**config.mk**
```make
export PLATFORM = sky130hd
export DESIGN_NAME = tnu_trap_unit
export DESIGN_NICKNAME = d
export VERILOG_FILES = /design/src/rtl/tnu_pkg.sv /design/src/rtl/tnu_trap_unit.sv
export SDC_FILE = /design/constraint.sdc
export NUM_CORES = 1
export LEC_CHECK = 0
export ABC_CLOCK_PERIOD_IN_PS = 3770
export BUFFER_PORTS_ARGS = -buffer_cell sky130_fd_sc_hd__buf_2
export CAP_MARGIN = 25
export CORE_AREA = 2 2 113 225
export CTS_CLUSTER_SIZE = 25
export DETAILED_ROUTE_END_ITERATION = 12
export DIE_AREA = 0 0 115 227
export MAX_ROUTING_LAYER = met4
export PLACE_DENSITY = 0.56
export SYNTH_ARGS = -nofsm -noshare
export SYNTH_HDL_FRONTEND = slang
export SYNTH_SLANG_ARGS = --single-unit
```
**constraint.sdc**
```tcl
create_clock -name hclk -period 3.77 [get_ports hclk]
set_clock_uncertainty 0.05 [all_clocks]
set_input_delay 1.131 -clock hclk [delete_from_list [all_inputs] [get_ports hclk]]
set_output_delay 1.131 -clock hclk [all_outputs]
set_load 0.01 [all_outputs]
```
**src/rtl/tnu_pkg.sv**
```systemverilog
package tnu_pkg;
  // Cause codes
  localparam logic [10:0] CODE_IACC    = 11'h001;
  localparam logic [10:0] CODE_ILL     = 11'h002;
  localparam logic [10:0] CODE_BRK     = 11'h003;
  localparam logic [10:0] CODE_LACC    = 11'h005;
  localparam logic [10:0] CODE_SACC    = 11'h007;
  localparam logic [10:0] CODE_UCALL   = 11'h008;
  localparam logic [10:0] CODE_MCALL   = 11'h00B;
  localparam logic [10:0] CODE_IBUS    = 11'h018;
  localparam logic [10:0] CODE_IINTEG  = 11'h019;
  localparam logic [10:0] CODE_NMI_LB  = 11'h400;
  localparam logic [10:0] CODE_NMI_SB  = 11'h401;
  localparam logic [10:0] CODE_NMI_LI  = 11'h402;
  localparam logic [10:0] CODE_NMI_SI  = 11'h403;
  localparam int          CAUSE_IRQ_BIT = 31;
  // Vector layout
  localparam int          VEC_BASE_LSB = 7;
  localparam logic [4:0]  VEC_IDX_ZERO = 5'h00;
  localparam logic [4:0]  VEC_IDX_NMI  = 5'h0F;
  localparam logic [1:0]  VEC_WORD_OFS = 2'h0;
  localparam logic [6:0]  VEC_EXC_LOW  = 7'h00;
  // Scheme select values
  localparam bit          SCHEME_BASIC = 1'b0;
  localparam bit          SCHEME_LEVEL = 1'b1;
  // Retirement allowance once an NMI is visible
  localparam logic [1:0]  NMI_RETIRE_MAX = 2'h2;
  // Register offsets
  localparam logic [7:0]  OFS_TVEC   = 8'h00;
  localparam logic [7:0]  OFS_STATUS = 8'h04;
  localparam logic [7:0]  OFS_EPC    = 8'h08;
  localparam logic [7:0]  OFS_CAUSE  = 8'h0C;
  localparam logic [7:0]  OFS_DBGCTL = 8'h10;
  // Field positions
  localparam int          TVEC_MODE_BIT   = 0;
  localparam int          STAT_MIE_BIT    = 3;
  localparam int          STAT_MPIE_BIT   = 7;
  localparam int          DBG_STEP_IRQ_ENABLE_BIT  = 2;
  localparam int          DBG_NMIP_BIT    = 3;
  // Reset values
  localparam logic [31:0] TVEC_RST   = 32'h0000_0000;
  localparam logic [31:0] ZERO_WORD  = 32'h0000_0000;
  // Bus encodings
  localparam logic [1:0]  HTRANS_NONSEQ = 2'h2;
  localparam logic [1:0]  HTRANS_SEQ    = 2'h3;
  localparam logic        HRESP_OKAY    = 1'b0;
endpackage

```
**src/rtl/tnu_trap_unit.sv**
```systemverilog
// Operation
// - Build parameter picks basic or level scheme
// - Fetch from I/O or protection fail: code 1
// - Bad load access gives code 5
// - Bad store or atomic gives code 7
// - Fetch bus error executed gives code 24
// - Fetch integrity error gives code 25
// - Calls give 8 or 11, breakpoint 3
// - Only highest priority exception is reported
// - Undefined encodings illegal unless custom-enabled
// - Exceptions never masked, always precise
// - Fetch faults count only when executed
// - NMI updates return address, cause, status
// - NMI entry clears global interrupt enable
// - NMI outranks every other interrupt
// - NMI vector index 0 or 15
// - Data bus fault instruction retires, NMI after
// - NMI masked in debug or unstepped step
// - At most two retirements once NMI visible
// - NMI pending in debug taken on exit
// - Bufferable store fault may surface late
// - First data fault latched until handler entry
// - Debug pending flag mirrors NMI pending in debug mode, reads 0 outside
// - NMI causes 1024 to 1027 with irq set
module tnu_trap_unit
  import tnu_pkg::*;
#(
  parameter bit IRQ_SCHEME_SELECT = SCHEME_BASIC
) (
  input  wire logic        hclk,
  input  wire logic        hresetn,
  input  wire logic        hsel,
  input  wire logic [31:0] haddr,
  input  wire logic [1:0]  htrans,
  input  wire logic        hwrite,
  input  wire logic [2:0]  hsize,
  input  wire logic [31:0] hwdata,
  input  wire logic        hready,
  output logic             hreadyout,
  output logic [31:0]      hrdata,
  output logic             hresp,
  input  wire logic        ex_valid,
  input  wire logic [31:0] ex_pc,
  input  wire logic        ex_fetch_io,
  input  wire logic        ex_fetch_prot_fail,
  input  wire logic        ex_fetch_bus_err,
  input  wire logic        ex_fetch_integ_err,
  input  wire logic        ex_illegal_enc,
  input  wire logic        ex_custom_enabled,
  input  wire logic        ex_system_call,
  input  wire logic        ex_user_priv,
  input  wire logic        ex_breakpoint,
  input  wire logic        ex_load_fault,
  input  wire logic        ex_store_fault,
  input  wire logic        data_rvalid,
  input  wire logic        data_err,
  input  wire logic        data_integ_err,
  input  wire logic        data_is_store,
  input  wire logic        debug_mode,
  input  wire logic        single_step,
  output logic             ex_retire,
  output logic             trap_take,
  output logic             flush,
  output logic [31:0]      trap_target_q,
  output logic [31:0]      cause_q,
  output logic [31:0]      epc_q,
  output logic             nmi_pending
);

  logic        exc;
  logic [10:0] exc_code;
  logic        nmi_pend_q;
  logic [10:0] nmi_code_q;
  logic        nmi_visible;
  logic        nmi_take;
  logic [1:0]  ret_cnt_q;
  logic [31:0] tvec_q;
  logic        mie_q;
  logic        mpie_q;
  logic        step_irq_enable_q;
  logic        fault_in;
  logic [10:0] fault_code;
  logic [4:0]  nmi_idx;
  logic        aphase;
  logic        wr_q;
  logic [7:0]  wofs_q;
  logic [31:0] rd_d;

  // Priority encoder over the exceptions of the executing instruction
  always_comb begin
    exc      = ex_valid;
    exc_code = CODE_IACC;
    if (ex_fetch_io || ex_fetch_prot_fail) begin
      exc_code = CODE_IACC;
    end else if (ex_fetch_integ_err) begin
      exc_code = CODE_IINTEG;
    end else if (ex_fetch_bus_err) begin
      exc_code = CODE_IBUS;
    end else if (ex_illegal_enc && !ex_custom_enabled) begin
      exc_code = CODE_ILL;
    end else if (ex_system_call) begin
      exc_code = ex_user_priv ? CODE_UCALL : CODE_MCALL;
    end else if (ex_breakpoint) begin
      exc_code = CODE_BRK;
    end else if (ex_store_fault) begin
      exc_code = CODE_SACC;
    end else if (ex_load_fault) begin
      exc_code = CODE_LACC;
    end else begin
      exc = 1'b0;
    end
  end

  // NMI masking and the retirement allowance
  assign nmi_visible = nmi_pend_q && !debug_mode && !(single_step && !step_irq_enable_q);
  assign nmi_take    = nmi_visible && !exc;
  assign trap_take   = exc || nmi_take;
  assign flush       = trap_take;
  assign ex_retire   = ex_valid && !exc && !nmi_take &&
                       !(nmi_visible && ret_cnt_q == NMI_RETIRE_MAX);
  assign nmi_pending = nmi_pend_q;

  always_ff @(posedge hclk or negedge hresetn) begin
    if (!hresetn) begin
      ret_cnt_q <= 2'h0;
    end else if (!nmi_visible) begin
      ret_cnt_q <= 2'h0;
    end else if (ex_retire) begin
      ret_cnt_q <= ret_cnt_q + 2'h1;
    end
  end

  // Data bus fault capture; the first fault wins until handler entry
  assign fault_in   = data_rvalid && (data_err || data_integ_err);
  assign fault_code = data_integ_err ? (data_is_store ? CODE_NMI_SI : CODE_NMI_LI)
                                     : (data_is_store ? CODE_NMI_SB : CODE_NMI_LB);

  always_ff @(posedge hclk or negedge hresetn) begin
    if (!hresetn) begin
      nmi_pend_q <= 1'b0;
      nmi_code_q <= CODE_NMI_LB;
    end else if (fault_in && (!nmi_pend_q || nmi_take)) begin
      nmi_pend_q <= 1'b1;
      nmi_code_q <= fault_code;
    end else if (nmi_take) begin
      nmi_pend_q <= 1'b0;
    end
  end

  assign nmi_idx = (IRQ_SCHEME_SELECT == SCHEME_BASIC && tvec_q[TVEC_MODE_BIT])
                   ? VEC_IDX_NMI : VEC_IDX_ZERO;

  // Trap state saved on entry
  always_ff @(posedge hclk or negedge hresetn) begin
    if (!hresetn) begin
      epc_q         <= ZERO_WORD;
      cause_q       <= ZERO_WORD;
      trap_target_q <= ZERO_WORD;
    end else if (exc) begin
      epc_q         <= ex_pc;
      cause_q       <= {21'h0, exc_code};
      trap_target_q <= {tvec_q[31:VEC_BASE_LSB], VEC_EXC_LOW};
    end else if (nmi_take) begin
      epc_q         <= ex_pc;
      cause_q       <= {1'b1, 20'h0, nmi_code_q};
      trap_target_q <= {tvec_q[31:VEC_BASE_LSB], nmi_idx, VEC_WORD_OFS};
    end
  end

  // Status: trap entry saves and clears the global enable, beating a bus write
  always_ff @(posedge hclk or negedge hresetn) begin
    if (!hresetn) begin
      mie_q  <= 1'b0;
      mpie_q <= 1'b0;
    end else if (trap_take) begin
      mie_q  <= 1'b0;
      mpie_q <= mie_q;
    end else if (wr_q && wofs_q == OFS_STATUS) begin
      mie_q  <= hwdata[STAT_MIE_BIT];
      mpie_q <= hwdata[STAT_MPIE_BIT];
    end
  end

  // Vector base: the low bits other than the mode bit read as zero
  always_ff @(posedge hclk or negedge hresetn) begin
    if (!hresetn) begin
      tvec_q <= TVEC_RST;
    end else if (wr_q && wofs_q == OFS_TVEC) begin
      tvec_q <= {hwdata[31:VEC_BASE_LSB], 6'h0, hwdata[TVEC_MODE_BIT]};
    end
  end

  always_ff @(posedge hclk or negedge hresetn) begin
    if (!hresetn) begin
      step_irq_enable_q <= 1'b0;
    end else if (wr_q && wofs_q == OFS_DBGCTL) begin
      step_irq_enable_q <= hwdata[DBG_STEP_IRQ_ENABLE_BIT];
    end
  end

  // Bus slave: zero wait states, always OKAY
  assign aphase    = hsel && hready && (htrans == HTRANS_NONSEQ || htrans == HTRANS_SEQ);
  assign hreadyout = 1'b1;
  assign hresp     = HRESP_OKAY;

  always_comb begin
    rd_d = ZERO_WORD;
    unique case (haddr[7:0])
      OFS_TVEC:   rd_d = tvec_q;
      OFS_STATUS: rd_d = {24'h0, mpie_q, 3'h0, mie_q, 3'h0};
      OFS_EPC:    rd_d = epc_q;
      OFS_CAUSE:  rd_d = cause_q;
      OFS_DBGCTL: rd_d = {28'h0, nmi_pend_q && debug_mode, step_irq_enable_q, 2'h0};
      default:    rd_d = ZERO_WORD;
    endcase
  end

  always_ff @(posedge hclk or negedge hresetn) begin
    if (!hresetn) begin
      wr_q   <= 1'b0;
      wofs_q <= 8'h00;
      hrdata <= ZERO_WORD;
    end else begin
      wr_q   <= aphase && hwrite;
      wofs_q <= haddr[7:0];
      if (aphase && !hwrite) begin
        hrdata <= rd_d;
      end
    end
  end

  // Helper terms for the priority checks
  logic chk_fetch;
  logic chk_ill;
  logic chk_call;
  assign chk_fetch = ex_fetch_io || ex_fetch_prot_fail || ex_fetch_integ_err || ex_fetch_bus_err;
  assign chk_ill   = ex_illegal_enc && !ex_custom_enabled;
  assign chk_call  = ex_system_call || ex_breakpoint;
endmodule

```
# Word-level counts from Yosys, hierarchy flattened
# Index checks and enable logic that the tools add are counted.
# Widths: inputs -> output; s select.
# classes
n_addsub	1
mul	0
n_div	0
n_lt_le_gt_ge	0
eq_ne	10
shifts	0
mux	36
bitwise_logic	0
reduce_logical	38
# ops
cell	count
$mux 32	6
$pmux 32 s5	1
$mux 11	2
$logic_and 1x1->1	19
$eq 8x3->1 const B	2
$eq 8x4->1 const B	2
$eq 8x5->1 const B	2
$logic_not 8->1	2
$mux 1	16
$mux 4	3
$logic_not 1->1	9
$mux 3	3
$mux 2	4
$eq 2x2->1 const B	3
$reduce_bool 2->1	3
$logic_or 1x1->1	5
$mux 5	1
$add 2x1->2 const B	1
$ne 2x2->1 const B	1
# word_totals
regBits	180
latch_bits	0
mem_bits_rw	0
romBits	0
input_bits	124
word_cells	98
mem_count	0

# Logic depth before layout (Yosys ltp)
# Gate-level depths: netlist of run 1.
# logic_depth
word_depth	15
mapped_depth	7
ltp_nobuf	5

# Least setup slack after synthesis of run 1
# OpenSTA, ideal clock, no wires.
# synth_timing
kind	input to output
startpoint	input port ex_load_fault
endpoint	output port ex_retire
t_arrival_ps	2748
required_ps	2589
path_slack_ps	-159
stages	6
path_cell_list	or4_4 -> o41ai_4 -> nand2_2 -> buf_6 -> clkbuf_1 -> nor2_1
# synth_between
elab_chain_len	13
elab_cells_between_ends	14
# synth_rtl
item	line_no	rtl
from (decl)	tnu_trap_unit.sv:53	input wire logic ex_load_fault,
$mux 1 *	tnu_trap_unit.sv:107	end else if (ex_load_fault) begin
$mux 1 *	tnu_trap_unit.sv:105	end else if (ex_store_fault) begin
$mux 1 *	tnu_trap_unit.sv:103	end else if (ex_breakpoint) begin
$mux 1 *	tnu_trap_unit.sv:101	end else if (ex_system_call) begin
$mux 1 *	tnu_trap_unit.sv:99	end else if (ex_illegal_enc && !ex_custom_enabled) begin
$mux 1 *	tnu_trap_unit.sv:97	end else if (ex_fetch_bus_err) begin
$mux 1 *	tnu_trap_unit.sv:95	end else if (ex_fetch_integ_err) begin
$mux 1 *	tnu_trap_unit.sv:93	if (ex_fetch_io || ex_fetch_prot_fail) begin
$logic_not 1->1 *	tnu_trap_unit.sv:116, tnu_trap_unit.sv:119	
$logic_and 1x1->1	tnu_trap_unit.sv:116	assign nmi_take = nmi_visible && !exc;
$logic_not 1->1	tnu_trap_unit.sv:119	assign ex_retire = ex_valid && !exc && !nmi_take &&
$logic_and 1x1->1 * (2 in a row)	tnu_trap_unit.sv:119	
to (decl)	tnu_trap_unit.sv:61	output logic ex_retire,
# Mark *: on every way between the ends. The rest lies on a longest branch, timed or not.

# Worst setup path after layout of run 1
# layout_timing
startpoint	input port ex_fetch_integ_err
endpoint	output port ex_retire
# layout_between
elab_chain_len	7
elab_cells_between_ends	8
# layout_rtl
item	line_no	rtl
from (decl)	tnu_trap_unit.sv:47	input wire logic ex_fetch_integ_err,
$mux 1 *	tnu_trap_unit.sv:95	
$mux 1 *	tnu_trap_unit.sv:93	
$logic_not 1->1 *	tnu_trap_unit.sv:116, tnu_trap_unit.sv:119	
$logic_and 1x1->1	tnu_trap_unit.sv:116	
$logic_not 1->1	tnu_trap_unit.sv:119	
$logic_and 1x1->1 * (2 in a row)	tnu_trap_unit.sv:119	
# Marks and branches as above.

==> run summary, run 1 <==
hold buffers post-CTS: 0
Post-CTS Setup Bufs: 0
final hold violations: 0
vias in the first global route: 4192
first-pass GRT wire length: 24.2 mm
Die Height: 227 um
CTS H-tree depth: 4
yosys synthesis warning count: 0
Bufs on Longest Clock Path: 2
final WL: 16.4 mm
P&R area growth vs syn: 30.4%
CP required: 2.59 ns
Initial Utilization: 24.8%
Root Driver: clkbuf_16
row count: 81
Residual DRC: 0
status: complete, no violations
Synth Register Bits: 137
DP Wirelength: 12.1 mm
CTS Buf Count: 17
vias per inst: 4.33
HP Class: flop to flop
DP Worst Slack: -0.0254 ns
largest net degree at the start of global routing: 66
Cells after Synth: 467
unrepaired setup endpoints after global routing: false
die width: 115 um
Period minus WS final: 3.64 ns
f_max: 274 MHz
Synth Cell Area: 0.00603 sq mm
core area: 0.0243 sq mm
TritonCTS Sinks: 137
share of layout cells above drive strength 1: 48.5%
Yosys cell types: 39
Mapped Avg Cell Area: 12.9 sq um
Pre-antenna DRT Iters: 4
leak pwr: 4.11 nW
DIE AREA: 0.0261 sq mm
Worst Path Max Fanout: 6
post-route ant nets: 0
final instance area: 0.00786 sq mm
global route total overflow: 0
CTS tree: done
Clk pin slew, worst setup/hold paths: 0.06 ns
DRT iter0 DRCs: 175
Post-DP Area: 0.00725 sq mm
I/O pin count: 258
CP arrival: 2.46 ns
worst setup margin: 0.126 ns
Worst slew margin: 55.0%
Total GRT Usage: 13.2%
layout net count: 792
max cap viols: 0
register area share after synthesis: 56.9%
initial antenna violation count: 1
Peak VDD IR: 0.333 mV
critical path type: input port to output pin
number of I/O port buffers: 195
routed len/inst: 16.8 um
Fin Setup TNS: 0 ns
PwrDens: 468 mW/mm^2
RD Place Congestion: 0.810
Tot Pwr: 3.67 mW
worst-skew pair later-pin latency: 0.43 ns
CP startpoint kind: input port
Critical Path End Type: output pin
Max Transition Viols Final: 0
final setup vio count: 0
Worst Max-Slew Pin Slew: 0.675 ns
crit share post-route: 96.7%
vias post-DR: 4210
[synthesized netlist by cell type]
library cell  instances  area (sq um)
dfrtp_1             137          3430
nand2_1              52           195
mux2_2               45           507
o21ai_0              42           210
mux2_4               39           586
buf_4                35           263
mux2i_1              29           290
clkbuf_1             11          41.3
nor2_1               11          41.3
inv_1                 6          22.5
nand3_1               6          30.0
buf_6                 5          56.3
nand2b_1              5          31.3
a22oi_1               4          30.0
or3_1                 4          25.0
a31oi_1               3          18.8
buf_2                 3          15.0
nor3_1                3          15.0
o41ai_1               3          26.3
a21oi_1               2          10.0
conb_1                2          7.51
nand4b_1              2          17.5
o31ai_1               2          15.0
a211oi_1              1          7.51
a21boi_0              1          7.51
a32o_1                1          10.0
and3b_1               1          8.76
buf_1                 1          3.75
nand2_2               1          6.26
nand3b_1              1          7.51
nor2b_1               1          6.26
nor3_2                1          10.0
nor4_1                1          6.26
nor4b_1               1          8.76
o21a_1                1          7.51
o21ai_1               1          5.00
o41a_1                1          11.3
o41ai_4               1          27.5
or4_4                 1          11.3
[registers in the layout, summed over array words and instances, names as in the netlist, 2 cells and up]
| register | count |
|---|---|
| cause_q | 6 |
| wofs_q | 8 |
| nmi_code_q | 2 |
| epc_q | 32 |
| hrdata | 32 |
| tvec_q | 26 |
| trap_target_q | 26 |
[kinds of logic after synthesis]
family / count (synthesis) / share of synthesized area, %
DFF: 137 / 56.9
buffers and inverters: 61 / 6.66
AOI/OAI and AO/OA: 63 / 6.41
other: 2 / 0.125
and+or+nand+nor: 91 / 6.98
muxes: 113 / 22.9
[area by class of cell]
cell class	count	area [sq um]
Timing Repair Buffer	209	1110
Tap cell	290	363
Antenna cell	1	2.50
Fill cell	2538	16500
Clock buffer	20	457
Multi-Input combinational cell	297	2320
Clock inverter	12	149
Sequential cell	137	3430
Inverter	6	22.5
[through the flow]
stage	instances	hold slack, ns	utilization, %
after floorplan	495	0.412	-
after global placement	939	0.407	29.8
after detailed placement	939	0.415	29.8
after CTS	971	0.428	32.3
after global routing	972	0.448	32.3
final	972	0.423	32.3
[worst max-delay path, stage by stage]
cell and delay [ns]:
buf_2 0.11, or3_1 0.47, o41ai_4 0.39, nand2_4 0.13, nor2_4 0.08, buf_2 0.15
[placed cells by master (no fill, tap or decap), types with 2 or more instances in the layout]
master / n
buf_2: 194
dfrtp_1: 137
nand2_1: 52
mux2_2: 45
o21ai_0: 42
mux2_4: 39
conb_1: 30
mux2i_1: 29
clkbuf_16: 17
buf_4: 12
nor2_1: 10
inv_1: 6
nand3_1: 6
clkinv_2: 5
or3_1: 4
nand2b_1: 4
a22oi_1: 4
nor3_1: 3
o41ai_1: 3
a31oi_1: 3
bufinv_16: 3
clkinv_4: 3
a21oi_1: 2
nand4b_1: 2
o31ai_1: 2
clkbuf_8: 2
buf_12: 2
[metal layers]
layer  track usage, %  wire (um)  up-vias
li1                 -          -     1962
met1             13.6       6050     2059
met2             22.7       9070      160
met3             2.64        640       29
met4             8.24        607        0
met5                -          0        -
[power by group]
part	internal [mW]	switching [mW]	leakage (nW)
Clock	1.07	0.640	0.300
Combinational	0.178	0.203	2.01
Sequential	1.54	0.0479	1.80
Total	2.78	0.891	4.11
[path summary, 6_finish.rpt]
path	start	endpoint	slack [ns]	cells past startpoint
max	ex_fetch_integ_err	ex_retire	0.13	6
min	hrdata[4]$_DFFE_PN0P_	hrdata[4]$_DFFE_PN0P_	0.42	2
max reg2reg	wofs_q[5]$_DFF_PN0_	tvec_q[20]$_DFFE_PN0P_	1.42	5
min reg2reg	hrdata[4]$_DFFE_PN0P_	hrdata[4]$_DFFE_PN0P_	0.42	2
max in group asynchronous	hresetn	trap_target_q[12]$_DFFE_PN0P_	2.35	2
min in group asynchronous	hresetn	epc_q[27]$_DFFE_PN0P_	0.57	1
[what timing repair did]
action | 4_1_cts | 5_1_grt
setup endpoints to repair | 1 | 0
gates resized for setup | 0 | 0
hold endpoints to repair | 0 | 0
(Power assumes the default switching activity.)
==> inputs of run 2 (changes only) <==
--- a/config.mk
+++ b/config.mk
@@ -9,6 +9,7 @@
 export BUFFER_PORTS_ARGS = -buffer_cell sky130_fd_sc_hd__buf_2
 export CAP_MARGIN = 25
 export CORE_AREA = 2 2 113 225
+export CTS_BUF_LIST = sky130_fd_sc_hd__clkbuf_16
 export CTS_CLUSTER_SIZE = 25
 export DETAILED_ROUTE_END_ITERATION = 12
 export DIE_AREA = 0 0 115 227
==> run 2 against run 1 <==
Against the previous run:
- maximum frequency is the same
- setup slack is the same
- sequential share of layout area grew 0.11 points
- critical endpoint unchanged
- largest power group unchanged
- highest routed layer unchanged
==> run summary, run 2 (synthesis results as in run 1) <==
status: complete, no violations
Critical Path End Type: output pin
final WL: 16.4 mm
unrepaired setup endpoints after global routing: false
Worst Path Max Fanout: 6
Placed Cells: 939
hold_sp: hrdata[4]$_DFFE_PN0P_
CP Buf/Inv Count: 2
share of layout cells above drive strength 1: 48.2%
DIE AREA: 0.0261 sq mm
CTS H-tree depth: 4
Fin Setup TNS: 0 ns
CP startpoint kind: input port
Die Height: 227 um
post-CTS resize count: 0
final hold violations: 0
global route total overflow: 0
Top delay family on crit path: simple AND/OR/NAND/NOR gates
core area: 0.0243 sq mm
I/O pin count: 258
reg2reg start: wofs_q[5]$_DFF_PN0_
vias post-DR: 4207
P&R area growth vs syn: 30.0%
Pre-antenna DRT Iters: 4
row count: 81
worst hold path endpoint: hrdata[4]$_DFFE_PN0P_
TritonCTS Sinks: 137
Clk pin slew, worst setup/hold paths: 0.06 ns
largest registers: epc_q (32), hrdata (32)
vias in the first global route: 4196
R2R depth: 5
Bufs on Longest Clock Path: 2
DP Wirelength: 12.1 mm
Root Driver: clkbuf_16
layout net count: 792
final setup vio count: 0
capture point of the worst reg-to-reg path: tvec_q[20]$_DFFE_PN0P_
largest net degree at the start of global routing: 66
most frequent cells in the layout: 194 x buf_2, 137 x dfrtp_1, 52 x nand2_1, 45 x mux2_2, 42 x o21ai_0
HP Class: flop to flop
crit share post-route: 96.7%
Core Util, Final: 32.2%
Residual DRC: 0
Initial Utilization: 24.8%
leak pwr: 4.10 nW
Worst path max stage delay: 0.47 ns
CP required: 2.59 ns
Max stage delay cell, worst path: or3_1
routed len/inst: 16.8 um
RD Place Congestion: 0.810
Peak VDD IR: 0.336 mV
reg2reg setup slack: 1.43 ns
Max Transition Viols Final: 0
vias per inst: 4.33
PwrDens: 463 mW/mm^2
f_max: 274 MHz
worst-skew pair later-pin latency: 0.43 ns
fillers: 2537
CTS Buf Count: 17
critical path type: input port to output pin
Total GRT Usage: 13.2%
first-pass GRT wire length: 24.2 mm
most common cell after layout, fill and taps aside: buf_2
post-route ant nets: 0
DRT iter0 DRCs: 172
Period minus WS final: 3.64 ns
CP dominant cell by count: buf_2
Critical Path, Cell by Cell: buf_2 > or3_1 > o41ai_4 > nand2_4 > nor2_4 > buf_2
max cap viols: 0
Hold Path Depth: 2
Worst slew margin: 55.1%
CTS tree: done
fin cells: 972
CP arrival: 2.46 ns
die width: 115 um
Worst Max-Slew Pin Slew: 0.673 ns
number of I/O port buffers: 195
initial antenna violation count: 1
[run 2: where the power goes]
part / total (mW) / switching (mW) / leakage, nW / internal (mW)
sequential: 1.58 / 0.0479 / 1.80 / 1.54
clock: 1.67 / 0.640 / 0.292 / 1.03
combinational: 0.381 / 0.203 / 2.01 / 0.178
total: 3.63 / 0.891 / 4.10 / 2.74
[run 2: layer usage]
layer  vias up  routed length, um  global-route usage, %
met2       158               9050                   22.7
met3        29                639                   2.64
met1      2059               6070                   13.6
met5         -                  0                      -
met4         0                607                   8.24
li1       1961                  -                      -
[run 2: worst register-to-register path, cell delays in order, from the launching register on]
cell     delay, ns
dfrtp_1       0.35
nor4b_1       0.50
nand2_1       0.21
nor3_4        0.49
buf_12        0.25
mux2_2        0.37
[run 2: final cells by class]
cell class	count	area (sq um)	share of cell area (%)
Tap cell	290	363	4.63
Timing Repair Buffer	209	1110	14.2
Inverter	6	22.5	0.287
Sequential cell	137	3430	43.7
Clock buffer	17	425	5.43
Multi-Input combinational cell	297	2320	29.6
Clock inverter	15	160	2.04
Antenna cell	1	2.50	0.0319
[run 2: how the worst max path moves through the flow]
stage,startpoint,to,cells past startpoint
detailed placement,ex_system_call,ex_retire,6
CTS,ex_system_call,ex_retire,6
global route,ex_fetch_integ_err,ex_retire,6
finish,ex_fetch_integ_err,ex_retire,6
global placement,ex_system_call,ex_retire,6
floorplan,ex_system_call,trap_take,6
[run 2: repair_timing]
item	CTS	global route
endpoints found under the setup margin	1	0
buffers inserted	0	0
hold buffers	0	0
[run 2: stage by stage]
stage / hold WS [ns] / setup WS, ns / area (sq um) / power, mW
floorplan: 0.412 / -0.153 / 6160 / 1.84
global placement: 0.407 / -0.0233 / 7250 / 1.99
detailed placement: 0.415 / -0.0254 / 7250 / 2.00
CTS: 0.428 / 0.109 / 7840 / 3.70
global route: 0.448 / 0.0556 / 7840 / 3.80
finish: 0.423 / 0.126 / 7840 / 3.63
